<file path="src/verilog/pmaab_pkg.sv">
// Constants for the PMA ability and test control register bank.
package pmaab_pkg;
    localparam logic [4:0] PMAAB_DEV_PMA = 5'h01;
    localparam logic [15:0] PMAAB_OFS_EXT1 = 16'h000b;
    localparam logic [15:0] PMAAB_OFS_EXT2 = 16'h0012;
    localparam logic [15:0] PMAAB_OFS_ROLE = 16'h0834;
    localparam logic [15:0] PMAAB_OFS_TEST = 16'h0836;
    localparam logic [15:0] PMAAB_EXT1_VAL = 16'h0800;
    localparam logic [15:0] PMAAB_EXT2_VAL = 16'h0001;
    localparam logic [15:0] PMAAB_ROLE_FIXED = 16'h8000;
    localparam logic [15:0] PMAAB_TEST_FIXED = 16'h0001;
    localparam int PMAAB_ROLE_BIT = 14;
    localparam int PMAAB_TEST_LSB = 12;
    localparam int PMAAB_TEST_MSB = 15;
    localparam logic [1:0] PMAAB_SEL_NONE = 2'h0;

    typedef enum logic [3:0] {
        PMAAB_TM_NORMAL = 4'b0000,
        PMAAB_TM_MODE1 = 4'b0010,
        PMAAB_TM_MODE2 = 4'b0100,
        PMAAB_TM_MODE4 = 4'b1000,
        PMAAB_TM_MODE5 = 4'b1010
    } pmaab_tmode_t;

    typedef enum logic [2:0] {
        PMAAB_R_NONE = 3'b000,
        PMAAB_R_EXT1 = 3'b001,
        PMAAB_R_EXT2 = 3'b010,
        PMAAB_R_ROLE = 3'b011,
        PMAAB_R_TEST = 3'b100
    } pmaab_reg_t;
endpackage

</file>
<file path="src/verilog/pmaab_rd_if.sv">
// Read path signals between the register bank and its read multiplexer.
`timescale 1ns/1ps
interface pmaab_rd_if;
    import pmaab_pkg::*;
    pmaab_reg_t sel;
    logic role;
    logic [3:0] test_mode;
    logic [15:0] rdata;
    modport bank (output sel, output role, output test_mode, input rdata);
    modport mux (input sel, input role, input test_mode, output rdata);
endinterface

</file>
<file path="src/verilog/pmaab_rd_mux.sv">
// Read data multiplexer that assembles each register word.
`timescale 1ns/1ps
module pmaab_rd_mux
    import pmaab_pkg::*;
(
    pmaab_rd_if.mux rd
);
    logic [15:0] role_word;
    logic [15:0] test_word;

    // (RULE7) Fixed bits kept.
    assign role_word = PMAAB_ROLE_FIXED |
        (16'(rd.role) << PMAAB_ROLE_BIT);
    assign test_word = PMAAB_TEST_FIXED |
        (16'(rd.test_mode) << PMAAB_TEST_LSB);

    always_comb begin
        case (rd.sel)
            // (RULE3) Reserved bits zero.
            PMAAB_R_EXT1: rd.rdata = PMAAB_EXT1_VAL;
            // (RULE4) Ability two word.
            PMAAB_R_EXT2: rd.rdata = PMAAB_EXT2_VAL;
            PMAAB_R_ROLE: rd.rdata = role_word;
            PMAAB_R_TEST: rd.rdata = test_word;
            default: rd.rdata = 16'h0000;
        endcase
    end
endmodule // pmaab_rd_mux

</file>
<file path="src/verilog/pmaab_bank.sv">
// PMA ability, role and transmitter test mode register bank.
//
// How it works
// (RULE1) The host selects management device 1 before any access here.
// (RULE2) Extended ability one bit 11 always reads 1.
// (RULE3) Extended ability one bits 15:12 and 10:0 always read 0.
// (RULE4) Extended ability two reads 1 in bit 0 and 0 in bits 15:1.
// (RULE5) Role control bit 14 is writable, 1 master, reset from a strap.
// (RULE6) Test control bits 15:12 pick the test mode, reset from a strap.
// (RULE7) Writes to fixed or reserved fields change nothing.
`timescale 1ns/1ps
module pmaab_bank
    import pmaab_pkg::*;
(
    input wire logic i_clk,
    input wire logic i_nrst,
    input wire logic i_ce,
    input wire logic i_strap_master,
    input wire logic [3:0] i_strap_test_mode,
    input wire logic i_req,
    input wire logic i_we,
    input wire logic [4:0] i_management_device_select,
    input wire logic [15:0] i_addr,
    input wire logic [15:0] i_wdata,
    output logic o_ack,
    output logic [15:0] o_rdata,
    output logic o_role_master,
    output logic [3:0] o_test_mode
);
    // ----------------------------------------------------------------
    // Address decode
    // ----------------------------------------------------------------
    logic dev_hit;
    logic hit_role;
    logic hit_test;
    logic wr_role;
    logic wr_test;
    logic tm_legal;
    logic [3:0] wr_tm;
    pmaab_reg_t sel;
    logic role_reg;
    logic role_next;
    logic [3:0] test_reg;
    logic [3:0] test_next;
    logic ack_reg;
    logic [15:0] rdata_reg;
    pmaab_rd_if rd ();

    // Device select gate.
    // (RULE1) Device one gate.
    assign dev_hit = (i_management_device_select == PMAAB_DEV_PMA);
    assign hit_role = dev_hit && (i_addr == PMAAB_OFS_ROLE);
    assign hit_test = dev_hit && (i_addr == PMAAB_OFS_TEST);
    // (RULE7) Writable fields only.
    assign wr_role = i_req && i_we && hit_role;
    assign wr_test = i_req && i_we && hit_test;
    assign wr_tm = i_wdata[PMAAB_TEST_MSB:PMAAB_TEST_LSB];
    assign tm_legal = (wr_tm == PMAAB_TM_NORMAL) ||
        (wr_tm == PMAAB_TM_MODE1) || (wr_tm == PMAAB_TM_MODE2) ||
        (wr_tm == PMAAB_TM_MODE4) || (wr_tm == PMAAB_TM_MODE5);
    assign sel = !dev_hit ? PMAAB_R_NONE :
        (i_addr == PMAAB_OFS_EXT1) ? PMAAB_R_EXT1 :
        (i_addr == PMAAB_OFS_EXT2) ? PMAAB_R_EXT2 :
        hit_role ? PMAAB_R_ROLE :
        hit_test ? PMAAB_R_TEST : PMAAB_R_NONE;

    // ----------------------------------------------------------------
    // Writable fields
    // ----------------------------------------------------------------
    // (RULE5) Role bit write.
    assign role_next = wr_role ? i_wdata[PMAAB_ROLE_BIT] : role_reg;
    // (RULE6) Test mode write.
    assign test_next = (wr_test && tm_legal) ? wr_tm : test_reg;

    // (RULE5) Strap loaded role.
    always_ff @(posedge i_clk) begin
        if (!i_nrst) begin
            role_reg <= i_strap_master;
        end else if (i_ce) begin
            role_reg <= role_next;
        end
    end

    // (RULE6) Strap loaded mode.
    always_ff @(posedge i_clk) begin
        if (!i_nrst) begin
            test_reg <= i_strap_test_mode;
        end else if (i_ce) begin
            test_reg <= test_next;
        end
    end

    // ----------------------------------------------------------------
    // Read path
    // ----------------------------------------------------------------
    assign rd.sel = sel;
    assign rd.role = role_reg;
    assign rd.test_mode = test_reg;

    // (RULE2) Fixed ability words.
    pmaab_rd_mux u_mux (
        .rd(rd.mux)
    );

    always_ff @(posedge i_clk) begin
        if (!i_nrst) begin
            ack_reg <= 1'b0;
            rdata_reg <= 16'h0000;
        end else if (i_ce) begin
            ack_reg <= i_req;
            rdata_reg <= (i_req && !i_we) ? rd.rdata : 16'h0000;
        end
    end

    assign o_ack = ack_reg;
    assign o_rdata = rdata_reg;
    assign o_role_master = role_reg;
    assign o_test_mode = test_reg;

    // ----------------------------------------------------------------
    // Assertions
    // ----------------------------------------------------------------
    logic rd_ext1;
    logic rd_ext2;
    logic rd_role;
    logic rd_test;
    assign rd_ext1 = i_ce && i_req && !i_we && dev_hit &&
        (i_addr == PMAAB_OFS_EXT1);
    assign rd_ext2 = i_ce && i_req && !i_we && dev_hit &&
        (i_addr == PMAAB_OFS_EXT2);
    assign rd_role = i_ce && i_req && !i_we && hit_role;
    assign rd_test = i_ce && i_req && !i_we && hit_test;
endmodule // pmaab_bank

</file>
<file path="config.mk">
export PLATFORM = sky130hd
export DESIGN_NAME = pmaab_bank
export DESIGN_NICKNAME = d
export VERILOG_FILES = /design/src/verilog/pmaab_pkg.sv /design/src/verilog/pmaab_rd_if.sv /design/src/verilog/pmaab_rd_mux.sv /design/src/verilog/pmaab_bank.sv
export SDC_FILE = /design/constraint.sdc
export NUM_CORES = 1
export LEC_CHECK = 0
export BUFFER_PORTS_ARGS = -buffer_cell sky130_fd_sc_hd__buf_2
export CORE_ASPECT_RATIO = 0.75
export CORE_MARGIN = 8
export CORE_UTILIZATION = 31
export DETAILED_ROUTE_END_ITERATION = 16
export PLACE_DENSITY = 0.84
export SLEW_MARGIN = 15
export SYNTH_ARGS = -nofsm -noshare
export SYNTH_HDL_FRONTEND = slang
export SYNTH_SLANG_ARGS = --single-unit
</file>
<file path="constraint.sdc">
create_clock -name i_clk -period 2 [get_ports i_clk]
set_clock_uncertainty 0.1 [all_clocks]
set_input_delay 0.4 -clock i_clk [delete_from_list [all_inputs] [get_ports i_clk]]
set_output_delay 0.4 -clock i_clk [all_outputs]
set_load 0.02 [all_outputs]
</file>
# --- Word-level counts from Yosys, hierarchy flattened ---
# Cells that the tools add are included.
word_totals:
  regBits: 22
  in_bits: 47
op_classes:
  n_eq_ne: 16
  n_mux: 13
  n_reduce_logical: 15
ops:
  columns: ["op", "n"]
  rows:
  - ["$pmux W16 S4", 1]
  - ["$eq A16 B12 Y1 const B", 2]
  - ["$eq A16 B4 Y1 const B", 1]
  - ["$eq A16 B5 Y1 const B", 1]
  - ["$mux W16", 1]
  - ["$mux W3", 5]
  - ["$mux W4", 3]
  - ["$eq A4 B4 Y1 const B", 2]
  - ["$logic_and A1 B1 Y1", 7]
  - ["$eq A3 B2 Y1 const B", 2]
  - ["$ne A2 B1 Y1 const B", 3]
  - ["$eq A5 B1 Y1 const B", 1]
  - ["$eq A4 B2 Y1 const B", 1]
  - ["$eq A4 B3 Y1 const B", 1]
  - ["$logic_not A4 Y1", 1]
  - ["$logic_or A1 B1 Y1", 4]
  - ["$reduce_and A2 Y1", 2]
  - ["$eq A3 B1 Y1 const B", 1]
  - ["$eq A3 B3 Y1 const B", 1]
  - ["$mux W1", 3]
  - ["$logic_not A1 Y1", 1]

# --- Depth between registers and ports, before layout ---
# Gate-level depths: netlist of run 1.
depth:
  depth_word: 10
  ltp_mapped: 4

# --- Modules after synthesis ---
# From an unflattened synthesis of run 1, not the netlist that was laid out.
hier_totals:
  cells_unflattened: 129
  area_unflattened_um2: 1197.4
by_module_without_submodules:
  columns: ["mod", "instances", "cells_each", "area_each_um2", "seq_area_each_um2"]
  rows:
  - ["pmaab_bank", 1, 108, 1039.7, 490.5]
  - ["pmaab_rd_mux", 1, 21, 157.7, 0.0]

# --- Worst setup path before layout of run 1 ---
# OpenSTA, ideal clock, no wires.
synth_timing:
  kind: "in2reg"
  from: "input port i_management_device_select[3]"
  to: "register test_reg[0] (netlist: o_test_mode[0]), enable pin"
  setup_ps: 363
  arrival_ps: 1629
  required_time_ps: 1537
  path_slack_ps: -92
  path_stages: 4
  n_path_buf: 0
  path_cell_list: "nor4b_2 -> nand4_1 -> or3_1 -> o41ai_2"
synth_via:
  elab_chain_len: 6
synth_lines:
  columns: ["element", "line_no", "rtl"]
  rows:
  - ["start: declaration", "pmaab_bank.sv:22", "input wire logic [4:0] i_management_device_select,"]
  - ["$eq A5 B1 Y1", "pmaab_bank.sv:51", "assign dev_hit = (i_management_device_select == PMAAB_DEV_PMA);"]
  - ["$logic_and A1 B1 Y1", "pmaab_bank.sv:53", "assign hit_test = dev_hit && (i_addr == PMAAB_OFS_TEST);"]
  - ["$logic_and A1 B1 Y1", "pmaab_bank.sv:56", "assign wr_test = i_req && i_we && hit_test;"]
  - ["$logic_and A1 B1 Y1", "pmaab_bank.sv:73", "assign test_next = (wr_test && tm_legal) ? wr_tm : test_reg;"]
  - ["$ne A2 B1 Y1 (no source line)", null, null]
  - ["$reduce_and A2 Y1 (no source line)", null, null]
  - ["end signal: assignment", "pmaab_bank.sv:87", "test_reg <= i_strap_test_mode;"]
  - ["end signal: assignment", "pmaab_bank.sv:89", "test_reg <= test_next;"]
  - ["end: declaration", "pmaab_bank.sv:43", "logic [3:0] test_reg;"]
# Every way passes these cells.
# A chain may end at the register's enable or synchronous reset.

# --- Worst setup path after layout of run 1 ---
layout_timing:
  from: "input port i_addr[14]"
  to: "register test_reg[0] (netlist: o_test_mode[0]), enable pin"
layout_via:
  elab_chain_len: 6
layout_lines:
  columns: ["element", "line_no", "rtl"]
  rows:
  - ["start: declaration", "pmaab_bank.sv:23", "input wire logic [15:0] i_addr,"]
  - ["$eq A16 B12 Y1", "pmaab_bank.sv:53", null]
  - ["$logic_and A1 B1 Y1", "pmaab_bank.sv:53", null]
  - ["$logic_and A1 B1 Y1", "pmaab_bank.sv:56", null]
  - ["$logic_and A1 B1 Y1", "pmaab_bank.sv:73", null]
  - ["$ne A2 B1 Y1 (no source line)", null, null]
  - ["$reduce_and A2 Y1 (no source line)", null, null]
# Every way passes these cells.

==> run_results.csv, run 1 <==
group,metric,value,unit
routing,viasPerCell,4.70,
place,io_buffers,46,
cts,htree_levels,1,
place,dp_hpwl,1.83,mm
layout,final_area,996,sq um
global_routing,antenna_found_initial,0,
cts,clk_pin_slew,0.08,ns
routing,remaining_drc_errors,0,
yosys,ys_seq_area_frac,0.434,
cts,insertion_delay,0.27,ns
pwr,leakage,0.000478,uW
pwr,power,553,uW
routing,firstDrtPassIters,4,
cts,cts_tree,"done",
yosys,netlist_instances,65,
routing,vias,682,
flow_run,max-cap-violations,0,
worst_hold_path,hold_path_class,"in2reg",
setup_path,slowest_stage,"or3_4",
place,gp_congestion,0.837,
yosys,synth_edf_count,5,
yosys,synth_common_cells,"buf_4, dfxtp_1, edfxtp_1",
yosys,ys_ff_latch,12,
yosys,syn_area,669,sq um
timing,slew_viol_final,0,
cts,cts.sinks,12,
cts,postCtsSetupBuffers,0,
routing,wl,2.12,mm
global_routing,grt-ovfl-total,0,
timing,fin_crit_sh,0.931,
pwr,powerDensity,555,mW/mm^2
yosys,yosysMostFrequentCell,"buf_4",
yosys,synth_cell_types,25,
setup_path,cp.required,1.90,ns
setup_path,crit_type,"in2reg",
routing,postRouteAntennaNets,0,
global_routing,grt_pass1_wl,3.35,mm
floorplan,core_area,0.00203,sq mm
pwr,ir_drop,0.000339,V
place,dpl_cell_area,955,sq um
setup_path,cp_max_fo,2,
timing,fin_crit,1.86,ns
floorplan,rows,14,
layout,fin_cells,145,
layout,drive_above_1_share,0.537,
yosys,yosysTopAreaCell,"edfxtp_1",
setup_path,worstSetupEndpointType,"register",
yosys,yosysWarnings,0,
timing,timing.final.ws_setup,0.138,ns
timing,finalHoldViolCount,0,
cts,cts_inserted_buffers,3,
cts,cts_resized,0,
setup_path,startpoint_type,"input pin",
global_routing,grt_max_degree,12,
timing,rsz0062_at_grt,"no",
setup_path,cp_num_buf_inv,2,
setup_path,crit_path_max_incr_delay,0.41,ns
layout,antenna_cells,0,
setup_path,crit_chain,"buf_2, nor4_4, nand4_1, or3_4, o41ai_4, buf_4",
run_status,status,"completed",
floorplan,initial_core_util,0.329,
floorplan,dieWidth,69.7,microns
floorplan,die_area,0.00392,sq mm
layout,area_delta_synth_final,48.8,%
timing,fmax,537,MHz
global_routing,grt_pass1_vias,721,
yosys,syn_area_per_cell,10.3,sq um
yosys,synth.top_cells.by_area,"edfxtp_1, dfxtp_1, buf_4",
place,dpl.cell_count,139,
routing,drt_iter0_drc,18,
setup_path,critPathTopFamily,"simple AND/OR/NAND/NOR gates",
timing,setup_viol,0,
layout,nets,169,
cts,hold_buffers,0,
yosys,ys.flop_type,"dfxtp_1",
place,place_ws,-0.298,ns
yosys,async_reset_ff_frac,0,
cts,root_buffer,"clkbuf_4",
setup_path,crit_arrival,1.76,ns
floorplan,die_h,56.2,microns
routing,wl_per_cell,14.6,microns
floorplan,io_pins,69,
yosys,yosysTopAreaCellShare,0.224,
cts,cts_buffer_depth,2,
global_routing,grt_use_total,0.105,
-- per-layer routing --
layer	global-route usage	routed length [microns]
met4	0.0400	31
met3	0.0357	103
met5	0	0
met1	0.102	789
met2	0.201	1190
-- through the flow --
step / hold WS (ns) / util / setup TNS, ns
after global placement: 0.348 / 0.470 / -0.826
after CTS: 0.321 / 0.483 / 0
after global routing: 0.316 / 0.490 / 0
final: 0.327 / 0.490 / 0
after floorplan: 0.455 / - / -0.142
after detailed placement: 0.359 / 0.470 / -1.19
-- registers in the layout, indices dropped and copies added, names as in the netlist --
name,count
o_rdata,6
o_test_mode,4
o_ack,1
o_role_master,1
-- layout by cell type (no fill, tap or decap), drive strengths merged, types with 2 or more instances in the layout --
cell type	instances
a22o	3
a32o	3
buf	54
clkbuf	4
conb	10
dfxtp	7
edfxtp	5
inv	3
mux2	4
nand2	4
nand4	2
nor2	2
nor2b	2
nor3	3
nor4b	2
o21a	2
o21ai	4
-- area by class of cell --
type	count	area [sq um]
multi-input combinational	48	348
fill	197	1040
clock buffer	4	26.3
inverter	3	11.3
sequential	12	290
tap	24	30.0
timing repair buffer	54	290
-- worst reg2reg max path, delay by kind of cell, from the launching register on --
| family | cells | cell delay [ns] |
|---|---|---|
| compound gates | 1 | 0.18 |
| flops | 1 | 0.42 |
| mux | 1 | 0.28 |
-- cells by family after synthesis --
family                 after synthesis  synth area share
AND/OR/NAND/NOR                     21             0.198
buffers and inverters               14             0.135
AO/OA/AOI/OAI                       13             0.161
flip-flops                          12             0.434
multiplexers                         4            0.0673
other                                1           0.00560
-- where the power goes --
part | internal [uW] | leakage, uW | switching, uW
registers | 267 | 0.000105 | 5.40
clock network | 77.1 | 0.0000150 | 77.7
logic | 54.7 | 0.000358 | 71.2
-- final timing paths --
path | from | to | slack [ns] | depth (start not counted)
min | i_strap_test_mode[0] | o_test_mode[0]$_DFFE_PP_ | 0.33 | 2
max reg2reg | o_test_mode[2]$_DFFE_PP_ | o_rdata[14]$_SDFFE_PN0P_ | 0.90 | 2
max | i_addr[14] | o_test_mode[0]$_DFFE_PP_ | 0.14 | 6
min reg2reg | o_rdata[12]$_SDFFE_PN0P_ | o_rdata[12]$_SDFFE_PN0P_ | 0.37 | 1
(Power assumes the default switching activity.)
==> run 2: changes to the inputs <==
- BUFFER_PORTS_ARGS: -buffer_cell sky130_fd_sc_hd__buf_2 -> -buffer_cell sky130_fd_sc_hd__buf_4
==> run_results.csv, run 2 (synthesis results as in run 1) <==
group,metric,value,unit
routing,route.met2.wl,1.17,mm
cts,cts.sinks,12,
pwr,p_clk_frac,0.263,
cts,clk_pin_slew,0.07,ns
pwr,ir_drop,0.000387,V
floorplan,die_area,0.00392,sq mm
pwr,p_int,421,uW
flow_run,max-cap-violations,0,
global_routing,grt_use_total,0.107,
timing,slew_viol_final,0,
global_routing,antenna_found_initial,0,
layout,drive_above_1_share,0.529,
layout,final_cell_mix,"buf_4, conb_1, dfxtp_1",
setup_path,cp_num_cells,5,
cts,cts_inserted_buffers,3,
routing,postRouteAntennaNets,0,
layout,area_delta_synth_final,63.7,%
timing,fin_crit,1.94,ns
cts,insertion_delay,0.27,ns
setup_path,crit_chain,"buf_4, nor4_4, nand4_1, or3_4, o41ai_4",
floorplan,dieWidth,69.7,microns
layout,fin_cells,143,
cts,cts_resized,0,
setup_path,cp.required,1.83,ns
pwr,powerDensity,521,mW/mm^2
pwr,p_seq_frac,0.478,
setup_path,critPathTopFamily,"simple AND/OR/NAND/NOR gates",
cts,htree_levels,1,
routing,remaining_drc_errors,0,
layout,largest_register_ffs,6,
run_status,status,"completed",
layout,post-route-util,0.539,
layout,final_area,0.00110,sq mm
global_routing,grt_pass1_vias,724,
place,dp_hpwl,1.85,mm
timing,hold_ws,0.333,ns
cts,postCtsSetupBuffers,0,
timing,rsz0062_at_grt,"no",
routing,wl_met1,787,microns
place,io_buffers,46,
routing,wl,2.13,mm
place,dpl.cell_count,139,
cts,root_buffer,"clkbuf_4",
routing,wl_per_cell,14.9,microns
timing,setup_viol,0,
cts,hold_buffers,0,
place,gp_congestion,0.839,
pwr,p_sw_frac,0.262,
setup_path,crit_path_max_incr_delay,0.42,ns
timing,fmax,516,MHz
setup_path,crit_arrival,1.77,ns
setup_path,cp_max_fo,4,
routing,drt_iter0_drc,14,
setup_path,crit_type,"in2reg",
setup_path,cp_num_buf_inv,1,
pwr,leakage,0.000504,uW
pwr,power,571,uW
worst_hold_path,hold_depth,2,
global_routing,grt_pass1_wl,3.32,mm
global_routing,grt-ovfl-total,0,
setup_path,worstSetupEndpointType,"register",
layout,layout_commonest_cell,"buf_4",
routing,firstDrtPassIters,3,
routing,highest_layer,"met4",
floorplan,io_pins,69,
floorplan,initial_core_util,0.329,
floorplan,core_area,0.00203,sq mm
global_routing,grt_max_degree,12,
routing,vias,650,
routing,viasPerCell,4.55,
timing,fin_crit_sh,0.969,
floorplan,die_h,56.2,microns
pwr,netSwitchingPower,150,uW
place,dpl_cell_area,0.00107,sq mm
cts,cts_buffer_depth,2,
setup_path,worstRegToRegCells,2,
timing,finalHoldViolCount,0,
cts,cts_tree,"done",
pwr,p_comb_frac,0.259,
floorplan,rows,14,
setup_path,slowest_stage,"o41ai_4",
routing,dr_wl_met3,146,microns
setup_path,startpoint_type,"input pin",
layout,antenna_cells,0,
layout,nets,167,
worst_hold_path,hold_path_class,"in2reg",
-- run 2: final timing paths --
check                           slack, ns                  endpoint                     start
worst max-delay path                 0.06  o_test_mode[0]$_DFFE_PP_                i_addr[14]
worst min-delay path                 0.33  o_rdata[12]$_SDFFE_PN0P_                 i_addr[1]
worst max register to register       0.93  o_rdata[14]$_SDFFE_PN0P_  o_test_mode[2]$_DFFE_PP_
worst min register to register       0.38  o_rdata[11]$_SDFFE_PN0P_  o_rdata[11]$_SDFFE_PN0P_
-- run 2: per-stage QoR --
step / TNS (ns) / worst slack (ns)
after floorplan: -0.142 / -0.0354
after global placement: -0.865 / -0.216
after detailed placement: -1.07 / -0.266
after CTS: 0 / 0.0322
after global routing: 0 / 0.0317
final: 0 / 0.0629
-- run 2: layout make-up --
type                    instances  area [sq um]
multi-input cells              48           348
repair buffers                 52           390
clock buffers                   4          26.3
flip-flops and latches         12           290
inverters                       3          11.3
well taps                      24          30.0
fillers                       197           936
-- run 2: metal layers --
layer  vias up  track usage
li1        330            -
met5         -            0
met3         2       0.0517
met2        26        0.206
met1       292       0.0908
met4         0       0.0457
-- run 2: power by group through the flow --
stage	Sequential (uW)	Clock, uW	Combinational, uW
6_report	273	150	148
5_1_grt	274	176	158
4_1_cts	273	159	148
3_5_place_dp	278	0	147
3_3_place_gp	278	0	144
2_1_floorplan	291	0	61.8
